===== src/inc/dsi_resp_defs.svh =====
// Constants of the DSI response and error-report block
`ifndef DSI_RESP_DEFS_SVH
`define DSI_RESP_DEFS_SVH
// ==========================================
// Data types, virtual channel and command codes
`define DT_ACK_ERR 6'h02
`define DT_RD_LONG 6'h1c
`define DT_RD_ONE  6'h21
`define DT_RD_TWO  6'h22
`define DT_WR_NONE 6'h05
`define DT_WR_ONE  6'h15
`define DT_WR_LONG 6'h39
`define DT_RD_REQ  6'h06
`define DT_MAX_RET 6'h37
`define DT_NULL    6'h09
`define DT_EOT     6'h08
`define VC_OWN     2'h0
`define CMD_ERR_CNT  8'h05
`define CMD_SIG_MODE 8'h0e
// ==========================================
// Header ECC masks and checksum
`define ECC_M0 24'hf12cb7
`define ECC_M1 24'hf2555b
`define ECC_M2 24'h749a6d
`define ECC_M3 24'hb8e38e
`define ECC_M4 24'hdf03f0
`define ECC_M5 24'heffc00
`define CRC_INIT 16'hffff
`define CRC_POLY 16'h8408
// ==========================================
// Registers
`define REG_CTRL 4'h0
`define REG_LEN  4'h1
`define REG_BUF  4'h2
`define REG_STAT 4'h3
`define REG_ERRS 4'h4
`define REG_RCMD 4'h5
`define SIG_BASE_RST 8'h00
`define MAX_RET_RST  16'h0001
`define RESP_LEN_RST 8'h01
`endif


===== src/inc/dsi_resp_pkg.sv =====
// Types and packet functions of the DSI response block
`default_nettype none
`include "dsi_resp_defs.svh"
package dsi_resp_pkg;
	typedef enum logic [2:0] {LS_STOP = 3'b000, LS_LOW_POWER_TRANSFER = 3'b001, LS_ULPS = 3'b010, LS_RAR = 3'b011,
		LS_TEE = 3'b100, LS_ACK = 3'b101, LS_BTA = 3'b110, LS_HS = 3'b111} link_state_e;
	typedef enum logic [1:0] {RX_HDR = 2'b00, RX_PAY = 2'b01, RX_CRC = 2'b10} rx_state_e;
	typedef enum logic [2:0] {T_IDLE = 3'b000, T_STOP1 = 3'b001, T_SEND = 3'b010, T_ACK = 3'b011,
		T_STOP2 = 3'b100, T_BTA = 3'b101} tx_state_e;
	typedef enum logic [1:0] {PK_ERR = 2'b00, PK_ONE = 2'b01, PK_TWO = 2'b10, PK_LONG = 2'b11} pkt_kind_e;

	function automatic logic [7:0] hdr_ecc(input logic [23:0] d);
		hdr_ecc = {2'b00, ^(d & `ECC_M5), ^(d & `ECC_M4), ^(d & `ECC_M3), ^(d & `ECC_M2), ^(d & `ECC_M1),
			^(d & `ECC_M0)};
	endfunction : hdr_ecc

	// Returns {multi, corrected, repaired header}
	function automatic logic [25:0] ecc_check(input logic [31:0] h);
		logic [7:0]  syn;
		logic [23:0] fix;
		logic        hit;
		integer      i;
		syn = h[31:24] ^ hdr_ecc(h[23:0]);
		fix = h[23:0];
		hit = ((syn & (syn - 8'h1)) == 8'h00);
		for (i = 0; i < 24; i++)
		begin
			if (syn == hdr_ecc(24'h1 << i))
			begin
				fix[i] = ~fix[i];
				hit = 1'b1;
			end
		end
		ecc_check = {(syn != 8'h00) && !hit, (syn != 8'h00) && hit, fix};
	endfunction : ecc_check

	function automatic logic [15:0] crc_byte(input logic [15:0] c, input logic [7:0] b);
		logic [15:0] r;
		integer      i;
		r = c;
		for (i = 0; i < 8; i++)
			r = (r[0] ^ b[i]) ? ((r >> 1) ^ `CRC_POLY) : (r >> 1);
		crc_byte = r;
	endfunction : crc_byte

	function automatic logic is_long(input logic [5:0] dt);
		is_long = (dt == `DT_WR_LONG) || (dt == `DT_NULL);
	endfunction : is_long

	function automatic logic known_dt(input logic [5:0] dt);
		known_dt = is_long(dt) || (dt == `DT_WR_NONE) || (dt == `DT_WR_ONE) || (dt == `DT_RD_REQ)
			|| (dt == `DT_MAX_RET) || (dt == `DT_EOT);
	endfunction : known_dt
endpackage : dsi_resp_pkg
`default_nettype wire


===== src/rtl/dsi_resp_top.sv =====
// DSI packet checker, error tracker and turnaround responder
//
// Local design decisions: the register offsets and strobed register access.
`timescale 1ns/10ps
`default_nettype none
`include "dsi_resp_defs.svh"
module dsi_resp_top
	import dsi_resp_pkg::*;
(
	input  wire logic        clk_i,
	input  wire logic        rstn_i,
	input  wire logic        link_clk_i,
	input  wire logic [7:0]  rx_byte_i,
	input  wire logic        rx_act_i,
	input  wire logic        rx_hs_i,
	input  wire logic        ulps_i,
	input  wire logic        rar_i,
	input  wire logic        bta_i,
	input  wire logic [7:0]  phy_err_i,
	input  wire logic        tx_ready_i,
	output logic      [7:0]  tx_byte_o,
	output logic             tx_valid_o,
	output logic             lane_oe_n_o,
	output link_state_e      link_state_o,
	output logic             cmd_valid_o,
	output logic      [5:0]  cmd_dt_o,
	output logic      [7:0]  cmd_d0_o,
	output logic      [7:0]  cmd_d1_o,
	output logic             rd_req_o,
	input  wire logic [3:0]  addr_i,
	input  wire logic [15:0] wdata_i,
	input  wire logic        wr_i,
	input  wire logic        rd_i,
	output logic      [15:0] rdata_o
);
	// ==========================================
	// Pin synchronisation
	logic [21:0] sv;
	logic        lrise;
	logic        s_act;
	logic        s_hs;
	logic        s_ulps;
	logic        s_rar;
	logic        s_bta;
	logic [7:0]  s_perr;
	logic [7:0]  sb;

	link_sync #(.W(22)) u_sync (
		.clk_i  (clk_i),
		.rstn_i (rstn_i),
		.d_i    ({link_clk_i, rx_act_i, rx_hs_i, ulps_i, rar_i, bta_i, phy_err_i, rx_byte_i}),
		.q_o    (sv),
		.rise_o (lrise)
	);
	assign s_act  = sv[20];
	assign s_hs   = sv[19];
	assign s_ulps = sv[18];
	assign s_rar  = sv[17];
	assign s_bta  = sv[16];
	assign s_perr = sv[15:8];
	assign sb     = sv[7:0];

	// ==========================================
	// Receive parser
	rx_state_e   rx_st;
	logic [15:0] cnt;
	logic [15:0] wc;
	logic [31:0] hdr;
	logic [23:0] h_fix;
	logic        h_corr;
	logic        h_multi;
	logic [15:0] crc_run;
	logic [7:0]  crc_lo;
	logic        act_d;
	logic        fin;
	logic        fin_crc;
	logic        fin_proto;
	logic [7:0]  perr_acc;
	logic        take;
	logic [31:0] hw;
	logic [25:0] chk;
	logic [13:0] err_vec;
	logic        bad;
	logic        ecc_crc;

	assign take = lrise & s_act;
	assign hw   = {sb, hdr[31:8]};
	assign chk  = ecc_check(hw);

	always_ff @(posedge clk_i or negedge rstn_i)
	begin
		if (!rstn_i)
		begin
			rx_st     <= RX_HDR;
			cnt       <= 16'h0000;
			wc        <= 16'h0000;
			hdr       <= 32'h0;
			h_fix     <= 24'h0;
			h_corr    <= 1'b0;
			h_multi   <= 1'b0;
			crc_run   <= `CRC_INIT;
			crc_lo    <= 8'h00;
			act_d     <= 1'b0;
			fin       <= 1'b0;
			fin_crc   <= 1'b0;
			fin_proto <= 1'b0;
		end
		else
		begin
			fin   <= 1'b0;
			act_d <= s_act;
			if (act_d && !s_act && (rx_st != RX_HDR || cnt != 16'h0000))
			begin
				// Burst ended inside a packet
				fin       <= 1'b1;
				fin_proto <= 1'b1;
				fin_crc   <= 1'b0;
				h_corr    <= 1'b0;
				h_multi   <= 1'b0;
				h_fix     <= 24'h0;
				rx_st     <= RX_HDR;
				cnt       <= 16'h0000;
			end
			else if (take)
			begin
				cnt <= cnt + 16'h0001;
				unique case (rx_st)
					RX_HDR:
					begin
						hdr <= hw;
						if (cnt == 16'h0003)
						begin
							h_fix     <= chk[23:0];
							h_corr    <= chk[24];
							h_multi   <= chk[25];
							wc        <= chk[23:8];
							crc_run   <= `CRC_INIT;
							fin_crc   <= 1'b0;
							fin_proto <= 1'b0;
							cnt       <= 16'h0000;
							// Word count is not trusted after a multi-bit error
							if (!chk[25] && is_long(chk[5:0]))
								rx_st <= (chk[23:8] == 16'h0000) ? RX_CRC : RX_PAY;
							else
								fin <= 1'b1;
						end
					end
					RX_PAY:
					begin
						crc_run <= crc_byte(crc_run, sb);
						if (cnt == wc - 16'h0001)
						begin
							rx_st <= RX_CRC;
							cnt   <= 16'h0000;
						end
					end
					RX_CRC:
					begin
						crc_lo <= sb;
						if (cnt == 16'h0001)
						begin
							fin     <= 1'b1;
							fin_crc <= ({sb, crc_lo} != crc_run);
							rx_st   <= RX_HDR;
							cnt     <= 16'h0000;
						end
					end
					default: rx_st <= RX_HDR;
				endcase
			end
		end
	end

	always_ff @(posedge clk_i or negedge rstn_i)
	begin
		if (!rstn_i)
			perr_acc <= 8'h00;
		else if (fin)
			perr_acc <= 8'h00;
		else if (take)
			perr_acc <= perr_acc | s_perr;
	end

	// Bit 8 alone still lets the command run
	assign err_vec = {fin_proto, h_fix[7:6] != `VC_OWN, !known_dt(h_fix[5:0]), fin_crc, h_multi, h_corr,
		perr_acc};
	assign bad     = |{err_vec[13:9], err_vec[7:0]};
	assign ecc_crc = |err_vec[10:8];

	// ==========================================
	// Error flag, counter and report accumulator
	logic        flag;
	logic [7:0]  ecnt;
	logic [13:0] err_accum;
	logic        clr_cnt;
	logic        accum_clr;

	always_ff @(posedge clk_i or negedge rstn_i)
	begin
		if (!rstn_i)
		begin
			flag      <= 1'b0;
			ecnt      <= 8'h00;
			err_accum <= 14'h0;
		end
		else
		begin
			flag <= (flag & ~clr_cnt) | (fin & (|err_vec));
			if (fin && ecc_crc)
				ecnt <= (clr_cnt ? 8'h00 : ecnt) + ((ecnt == 8'hff && !clr_cnt) ? 8'h00 : 8'h01);
			else if (clr_cnt)
				ecnt <= 8'h00;
			err_accum <= (accum_clr ? 14'h0 : err_accum) | (fin ? err_vec : 14'h0);
		end
	end

	// ==========================================
	// Command dispatch
	logic        rd_pend;
	logic [7:0]  rd_cmd;
	logic        rd_corr;
	logic [15:0] max_ret;
	logic        rd_done;

	always_ff @(posedge clk_i or negedge rstn_i)
	begin
		if (!rstn_i)
		begin
			rd_pend     <= 1'b0;
			rd_cmd      <= 8'h00;
			rd_corr     <= 1'b0;
			max_ret     <= `MAX_RET_RST;
			cmd_valid_o <= 1'b0;
			cmd_dt_o    <= 6'h00;
			cmd_d0_o    <= 8'h00;
			cmd_d1_o    <= 8'h00;
			rd_req_o    <= 1'b0;
		end
		else
		begin
			cmd_valid_o <= 1'b0;
			rd_req_o    <= 1'b0;
			if (rd_done)
				rd_pend <= 1'b0;
			if (fin && !bad)
			begin
				if (h_fix[5:0] == `DT_RD_REQ)
				begin
					rd_pend  <= 1'b1;
					rd_cmd   <= h_fix[15:8];
					rd_corr  <= h_corr;
					rd_req_o <= (h_fix[15:8] != `CMD_ERR_CNT) && (h_fix[15:8] != `CMD_SIG_MODE);
				end
				else if (h_fix[5:0] == `DT_MAX_RET)
					max_ret <= h_fix[23:8];
				else if (h_fix[5:0] == `DT_WR_NONE || h_fix[5:0] == `DT_WR_ONE || h_fix[5:0] == `DT_WR_LONG)
				begin
					cmd_valid_o <= 1'b1;
					cmd_dt_o    <= h_fix[5:0];
					cmd_d0_o    <= h_fix[15:8];
					cmd_d1_o    <= h_fix[23:16];
				end
			end
		end
	end

	// ==========================================
	// Register port
	logic [7:0] sig_base;
	logic [7:0] resp_len;
	logic [7:0] wptr;
	logic [7:0] buf_rd;
	logic [7:0] buf_ra;

	always_ff @(posedge clk_i or negedge rstn_i)
	begin
		if (!rstn_i)
		begin
			sig_base <= `SIG_BASE_RST;
			resp_len <= `RESP_LEN_RST;
			wptr     <= 8'h00;
			rdata_o  <= 16'h0000;
		end
		else
		begin
			if (wr_i && addr_i == `REG_CTRL)
				sig_base <= wdata_i[7:0];
			if (wr_i && addr_i == `REG_LEN)
			begin
				resp_len <= wdata_i[7:0];
				wptr     <= 8'h00;
			end
			if (wr_i && addr_i == `REG_BUF)
				wptr <= wptr + 8'h01;
			rdata_o <= 16'h0000;
			if (rd_i)
			begin
				unique case (addr_i)
					`REG_CTRL: rdata_o <= {8'h00, sig_base};
					`REG_LEN:  rdata_o <= {8'h00, resp_len};
					`REG_STAT: rdata_o <= {6'h00, rd_pend, flag, ecnt};
					`REG_ERRS: rdata_o <= {2'b00, err_accum};
					`REG_RCMD: rdata_o <= {max_ret[7:0], rd_cmd};
					default:   rdata_o <= 16'h0000;
				endcase
			end
		end
	end

	resp_buf u_buf (
		.clk_i   (clk_i),
		.rstn_i  (rstn_i),
		.we_i    (wr_i && addr_i == `REG_BUF),
		.waddr_i (wptr),
		.wdata_i (wdata_i[7:0]),
		.raddr_i (buf_ra),
		.rdata_o (buf_rd)
	);

	// ==========================================
	// Turnaround responder
	tx_state_e tx_st;
	pkt_kind_e pkind;
	logic [8:0]  idx;
	logic        gap;
	logic [7:0]  hd0;
	logic [7:0]  hd1;
	logic [15:0] tcrc;
	logic [7:0]  len;
	logic [7:0]  ival;
	logic        err_after;
	logic        bta_d;
	logic        internal;
	logic [7:0]  lim;
	logic [7:0]  gen;
	logic [7:0]  d0v;
	logic [7:0]  d1v;
	logic        last;
	logic        in_pay;

	function automatic logic [5:0] dt_of(input pkt_kind_e k);
		unique case (k)
			PK_ERR:  dt_of = `DT_ACK_ERR;
			PK_ONE:  dt_of = `DT_RD_ONE;
			PK_TWO:  dt_of = `DT_RD_TWO;
			PK_LONG: dt_of = `DT_RD_LONG;
		endcase
	endfunction : dt_of

	assign internal = (rd_cmd == `CMD_ERR_CNT) || (rd_cmd == `CMD_SIG_MODE);
	assign lim      = ({8'h00, resp_len} > max_ret) ? max_ret[7:0] : resp_len;
	assign buf_ra   = (pkind == PK_LONG) ? 8'(idx - 9'h004) : 8'(idx - 9'h001);
	assign in_pay   = (pkind == PK_LONG) && (idx >= 9'h004) && (idx < 9'h004 + {1'b0, len});
	assign last     = (pkind == PK_LONG) ? (idx == 9'h005 + {1'b0, len}) : (idx == 9'h003);

	always_comb
	begin
		unique case (pkind)
			PK_ERR:  d0v = err_accum[7:0];
			PK_ONE:  d0v = internal ? ival : buf_rd;
			PK_TWO:  d0v = buf_rd;
			PK_LONG: d0v = len;
		endcase
		unique case (pkind)
			PK_ERR:  d1v = {2'b00, err_accum[13:8]};
			PK_TWO:  d1v = buf_rd;
			default: d1v = 8'h00;
		endcase
		gen = tcrc[15:8];
		if (idx == 9'h000)
			gen = {`VC_OWN, dt_of(pkind)};
		else if (idx == 9'h001)
			gen = d0v;
		else if (idx == 9'h002)
			gen = d1v;
		else if (idx == 9'h003)
			gen = hdr_ecc({hd1, hd0, `VC_OWN, dt_of(pkind)});
		else if (in_pay)
			gen = buf_rd;
		else if (idx == 9'h004 + {1'b0, len})
			gen = tcrc[7:0];
	end

	// Each byte waits a cycle so the memory read settles
	always_ff @(posedge clk_i or negedge rstn_i)
	begin
		if (!rstn_i)
		begin
			tx_st       <= T_IDLE;
			pkind       <= PK_ERR;
			idx         <= 9'h000;
			gap         <= 1'b0;
			hd0         <= 8'h00;
			hd1         <= 8'h00;
			tcrc        <= `CRC_INIT;
			len         <= 8'h00;
			ival        <= 8'h00;
			err_after   <= 1'b0;
			bta_d       <= 1'b0;
			tx_byte_o   <= 8'h00;
			tx_valid_o  <= 1'b0;
			lane_oe_n_o <= 1'b1;
			rd_done     <= 1'b0;
			clr_cnt     <= 1'b0;
			accum_clr   <= 1'b0;
		end
		else
		begin
			bta_d     <= s_bta;
			rd_done   <= 1'b0;
			clr_cnt   <= 1'b0;
			accum_clr <= 1'b0;
			unique case (tx_st)
				T_IDLE:
					if (s_bta && !bta_d && rx_st == RX_HDR && cnt == 16'h0000)
					begin
						tx_st       <= T_STOP1;
						lane_oe_n_o <= 1'b0;
					end
				T_STOP1:
				begin
					idx       <= 9'h000;
					gap       <= 1'b1;
					tcrc      <= `CRC_INIT;
					len       <= lim;
					ival      <= (rd_cmd == `CMD_ERR_CNT) ? ecnt : {sig_base[7:1], flag};
					err_after <= rd_corr;
					tx_st     <= T_SEND;
					if (rd_pend && (internal || lim <= 8'h01))
						pkind <= PK_ONE;
					else if (rd_pend && lim == 8'h02)
						pkind <= PK_TWO;
					else if (rd_pend)
						pkind <= PK_LONG;
					else if (err_accum != 14'h0)
						pkind <= PK_ERR;
					else
						tx_st <= T_ACK;
				end
				T_SEND:
					if (tx_valid_o)
					begin
						if (tx_ready_i)
						begin
							tx_valid_o <= 1'b0;
							gap        <= 1'b1;
							idx        <= idx + 9'h001;
							if (idx == 9'h001)
								hd0 <= tx_byte_o;
							if (idx == 9'h002)
								hd1 <= tx_byte_o;
							if (in_pay)
								tcrc <= crc_byte(tcrc, tx_byte_o);
							if (last)
							begin
								idx  <= 9'h000;
								tcrc <= `CRC_INIT;
								if (pkind != PK_ERR)
								begin
									rd_done <= 1'b1;
									clr_cnt <= (rd_cmd == `CMD_ERR_CNT);
								end
								if (pkind != PK_ERR && err_after)
									pkind <= PK_ERR;
								else
									tx_st <= T_STOP2;
							end
						end
					end
					else if (gap)
						gap <= 1'b0;
					else
					begin
						tx_byte_o  <= gen;
						tx_valid_o <= 1'b1;
					end
				T_ACK:   tx_st <= T_STOP2;
				T_STOP2: tx_st <= T_BTA;
				T_BTA:
				begin
					tx_st       <= T_IDLE;
					lane_oe_n_o <= 1'b1;
					accum_clr   <= 1'b1;
				end
				default: tx_st <= T_IDLE;
			endcase
		end
	end

	// ==========================================
	// Link state indication
	always_ff @(posedge clk_i or negedge rstn_i)
	begin
		if (!rstn_i)
			link_state_o <= LS_STOP;
		else if (tx_st == T_ACK)
			link_state_o <= LS_ACK;
		else if (tx_st == T_BTA || (tx_st == T_IDLE && s_bta))
			link_state_o <= LS_BTA;
		else if (tx_st == T_SEND)
			link_state_o <= LS_LOW_POWER_TRANSFER;
		else if (tx_st != T_IDLE)
			link_state_o <= LS_STOP;
		else if (s_rar)
			link_state_o <= LS_RAR;
		else if (s_ulps)
			link_state_o <= LS_ULPS;
		else if (s_act)
			link_state_o <= s_hs ? LS_HS : LS_LOW_POWER_TRANSFER;
		else
			link_state_o <= LS_STOP;
	end
endmodule : dsi_resp_top
`default_nettype wire


===== src/rtl/link_sync.sv =====
// Two-flop synchroniser for the lane pins with link clock edge detect
`timescale 1ns/10ps
`default_nettype none
module link_sync #(
	parameter int W = 22
) (
	input  wire logic         clk_i,
	input  wire logic         rstn_i,
	input  wire logic [W-1:0] d_i,
	output logic      [W-1:0] q_o,
	output logic              rise_o
);
	logic [W-1:0] s1;
	logic [W-1:0] s2;
	logic         clk_d;

	always_ff @(posedge clk_i or negedge rstn_i)
	begin
		if (!rstn_i)
		begin
			s1 <= '0;
			s2 <= '0;
		end
		else
		begin
			s1 <= d_i;
			s2 <= s1;
		end
	end

	// Edge detect looks at the second stage only
	always_ff @(posedge clk_i or negedge rstn_i)
	begin
		if (!rstn_i)
			clk_d <= 1'b0;
		else
			clk_d <= s2[W-1];
	end

	assign q_o    = s2;
	assign rise_o = s2[W-1] & ~clk_d;
endmodule : link_sync
`default_nettype wire


===== src/rtl/resp_buf.sv =====
// Read-result byte memory with registered read data
`timescale 1ns/10ps
`default_nettype none
module resp_buf (
	input  wire logic       clk_i,
	input  wire logic       rstn_i,
	input  wire logic       we_i,
	input  wire logic [7:0] waddr_i,
	input  wire logic [7:0] wdata_i,
	input  wire logic [7:0] raddr_i,
	output logic      [7:0] rdata_o
);
	logic [7:0] mem [0:255];

	always_ff @(posedge clk_i)
	begin
		if (we_i)
			mem[waddr_i] <= wdata_i;
	end

	always_ff @(posedge clk_i or negedge rstn_i)
	begin
		if (!rstn_i)
			rdata_o <= 8'h00;
		else
			rdata_o <= mem[raddr_i];
	end
endmodule : resp_buf
`default_nettype wire


===== config.mk =====
export PLATFORM = sky130hd
export DESIGN_NAME = dsi_resp_top
export DESIGN_NICKNAME = d
export VERILOG_FILES = /design/src/inc/dsi_resp_pkg.sv /design/src/rtl/dsi_resp_top.sv /design/src/rtl/link_sync.sv /design/src/rtl/resp_buf.sv
export VERILOG_INCLUDE_DIRS = /design/src /design/src/inc
export SDC_FILE = /design/constraint.sdc
export NUM_CORES = 2
export LEC_CHECK = 0
export BUFFER_PORTS_ARGS = -buffer_cell sky130_fd_sc_hd__buf_2
export CAP_MARGIN = 25
export CORE_UTILIZATION = 30
export CTS_BUF_LIST = sky130_fd_sc_hd__clkbuf_4 sky130_fd_sc_hd__clkbuf_8 sky130_fd_sc_hd__clkbuf_16
export DETAILED_ROUTE_END_ITERATION = 10
export SLEW_MARGIN = 20
export SYNTH_ARGS = -nofsm -noshare
export SYNTH_HDL_FRONTEND = slang
export SYNTH_SLANG_ARGS = --single-unit

===== constraint.sdc =====
create_clock -name clk_i -period 4 [get_ports clk_i]
set_input_delay 0.2 -clock clk_i [delete_from_list [all_inputs] [get_ports clk_i]]
set_output_delay 0.2 -clock clk_i [all_outputs]
set_load 0.03 [all_outputs]

==> flow_summary.yaml <==
status:
  status: "completed"
worst_setup_path:
  arrival_ps: 4590
  ff2ff_setup_slack_ps: 120
  path_class: "flip-flop to flip-flop"
  setup.worst_path.end_class: "flip-flop"
  reg2reg_from: "pkind[0]"
  path_max_fanout: 15
  reg2reg_depth: 12
  startpoint: "pkind[0]"
  reg2reg_to: "u_buf.rdata_o[6]"
  crit_required_ps: 4710
  cp-endpoint: "u_buf.rdata_o[6]"
  cp-start-kind: "flip-flop"
sta:
  hold_viol: 0
  skew_ps: 98.7
  finalSetupViolations: 0
  fin_setup_tns_ps: 0
  max_slew_margin_pct: 29.2
  period_share_pct: 97.0
  holdWs_ps: 86.4
  tightestPinTransition_ps: 1060
  final_max_slew_viol_count: 0
  fmax_mhz: 258
  min_period_ps: 3880
grt:
  grt_max_degree: 145
  first_global_vias: 52438
  grt_antenna_before_repair: 13
  grt-ovfl-total: 0
  track_usage_pct: 14.4
  grt_first_pass_wirelength_um: 358000
clock_network:
  clk_root_buffer_cell: "clkbuf_16"
  worst_skew_pair.late_latency_ps: 930
  clock_path_buffers: 4
  cts.sinks: 2415
  htreeDepth: 4
  numCtsBuffers: 238
  path_clk_slew_ps: 70
  cts_tree: "yes"
floorplanning:
  die_height_um: 575
  die-area_mm2: 0.330
  die_width_um: 575
  initial_core_util_pct: 30.3
  io_pins: 100
  core_mm2: 0.325
  rows: 209
logic_synthesis:
  post_synth_xor_area_fraction_pct: 2.34
  async_flop_share_pct: 15.2
  synth_area_mm2: 0.0984
  ys.flop_type: "edfxtp_1"
  yosysMostFrequentCell: "edfxtp_1"
  synth_top_family_by_area: "multiplexers"
  ys_types: 78
  synthesis.instances: 5236
  avgSynthCellArea_um2: 18.8
  synth_top_area_share_pct: 62.5
  synthSimpleGateAreaFrac_pct: 4.36
  synth_compound_area_share_pct: 3.03
  ys_seq_area_share_pct: 71.9
  synth_mux_area_share_pct: 16.5
  yosys.area_share.adder_pct: 0.559
  yosysTopAreaCell: "edfxtp_1"
  synth_nets: 5327
  synth_common_cells: "2048 x edfxtp_1, 648 x mux4_2, 409 x nor2_1"
  synth-edff-count: 2048
  yosysWarningCount: 0
  synth_area_leaders: "edfxtp_1 62%, mux4_2 15%, dfrtp_1 8.4%"
  ys_ff_latch: 2415
placement:
  dpl-instance-area_mm2: 0.107
  place_congestion: 0.868
  portBuffers: 91
  post-place-cells: 9682
  hpwl_um: 152000
finish:
  synthToLayoutAreaGrowth_pct: 17.9
  final_area_mm2: 0.116
  fillers: 29994
  stdcell_count: 10203
  nets: 5768
  drive_above_1_share_pct: 28.5
min_path:
  hold_path.class: "input port to flip-flop"
  hold_path_startpoint: "addr_i[1]"
power:
  p_int_w: 0.0583
  p_clk_share_pct: 28.1
  peakVddDrop_mv: 0.773
  leakagePower_nw: 38.6
  comb_power_share_pct: 37.8
  switchingPower_w: 0.0284
  p_sw_share_pct: 32.7
  powerDensity_mw_per_mm2: 747
  seqPwrFrac_pct: 34.0
detailed_routing:
  drt-initial-drc-count: 5242
  post_drt_via_cell_ratio: 5.05
  wl_um: 243000
  antenna_left: 0
  dr.pass1.iters: 6
  drcViolationCount: 0
  num_vias: 51485
  wl_per_cell_um: 23.8
run:
  cap_viol_max_count: 0
-- sequential cells by signal, indices dropped and copies added (netlist names), 14 cells and up --
| name | count |
|---|---|
| h_fix | 24 |
| u_buf.mem | 2048 |
| hdr | 24 |
| rdata_o | 16 |
| tcrc | 16 |
| err_accum | 14 |
| wc | 16 |
| u_sync.s1 | 22 |
| cnt | 16 |
| u_sync.q_o | 22 |
| crc_run | 16 |
| max_ret | 16 |
-- repair_timing --
item                       in CTS  in global routing
hold buffers                   66                  0
setup endpoints to repair       8                 12
setup buffers                   1                  9
hold endpoints to repair     1002                  0
gates cloned                    0                  1
gates resized for setup         2                 14
pin swaps                       1                  0
-- stage by stage --
| stage | total power, W | util, % | setup WS [ps] |
|---|---|---|---|
| after global placement | 0.0621 | 32.7 | -246 |
| after CTS | 0.0869 | 35.6 | 22.5 |
| after global routing | 0.0899 | 35.7 | -12.4 |
| after floorplan | 0.0501 | - | 167 |
| final | 0.0866 | 35.7 | 120 |
| after detailed placement | 0.0624 | 32.8 | -293 |
-- layout by cell type (no fill, tap or decap), types with 82 or more instances in the layout --
cell       netlist  layout
edfxtp_1      2048    2048
mux4_2         648     648
nor2_1         409     409
dfrtp_1        332     332
buf_4            0     257
clkbuf_16        0     243
nand2_1        238     238
o21ai_0        144     143
xnor2_1        134     132
mux2_2         119     119
buf_2           50      82
-- final cells by class --
type                            count  area, um^2  area share, %
Timing Repair Buffer              485        4580           3.95
Antenna cell                        2        5.00        0.00431
Sequential cell                  2415       70700           61.0
Tap cell                         4325        5410           4.67
Multi-Input combinational cell   2484       26600           22.9
Clock inverter                    154        2100           1.81
Inverter                           53         199          0.172
Clock buffer                      285        6420           5.54
-- worst min path at each step --
stage                     depth (start not counted)             to
after detailed placement                          1      crc_lo[0]
after CTS                                         4     rdata_o[0]
final                                             5     rdata_o[5]
after floorplan                                   0      accum_clr
after global placement                            1  u_sync.q_o[5]
after global routing                              5    rdata_o[13]
-- kinds of logic after synthesis --
group / after synthesis
compound gates: 460
xor+xnor: 230
fa+ha+maj: 44
buf+inv: 337
flops: 2415
mux: 797
simple gates: 953
-- per-layer routing --
metal | track usage (%) | routed length [um] | part of all wire (%)
met1 | 20.5 | 106000 | 44
met2 | 22.9 | 114000 | 47
met5 | 0 | 81 | 0.033
met3 | 2.70 | 17700 | 7.3
met4 | 3.30 | 5280 | 2.2
-- power groups by stage --
stage | registers, W | clock network, W | logic [W]
detailed placement | 0.0300 | 0 | 0.0324
floorplan | 0.0294 | 0 | 0.0207
finish | 0.0295 | 0.0244 | 0.0328
CTS | 0.0294 | 0.0248 | 0.0327
global placement | 0.0299 | 0 | 0.0322
global route | 0.0296 | 0.0257 | 0.0347
-- worst max-delay path: stages (launching register included) --
cell and delay (ps):
dfrtp_1 410, ha_4 230, xor2_4 190, buf_12 150, buf_12 180, buf_12 220, mux4_2 540, mux4_2 500
and2_1 180, a211oi_1 220, buf_4 160, a31oi_1 130, mux4_2 560
Power figures use the tool's default switching activity.
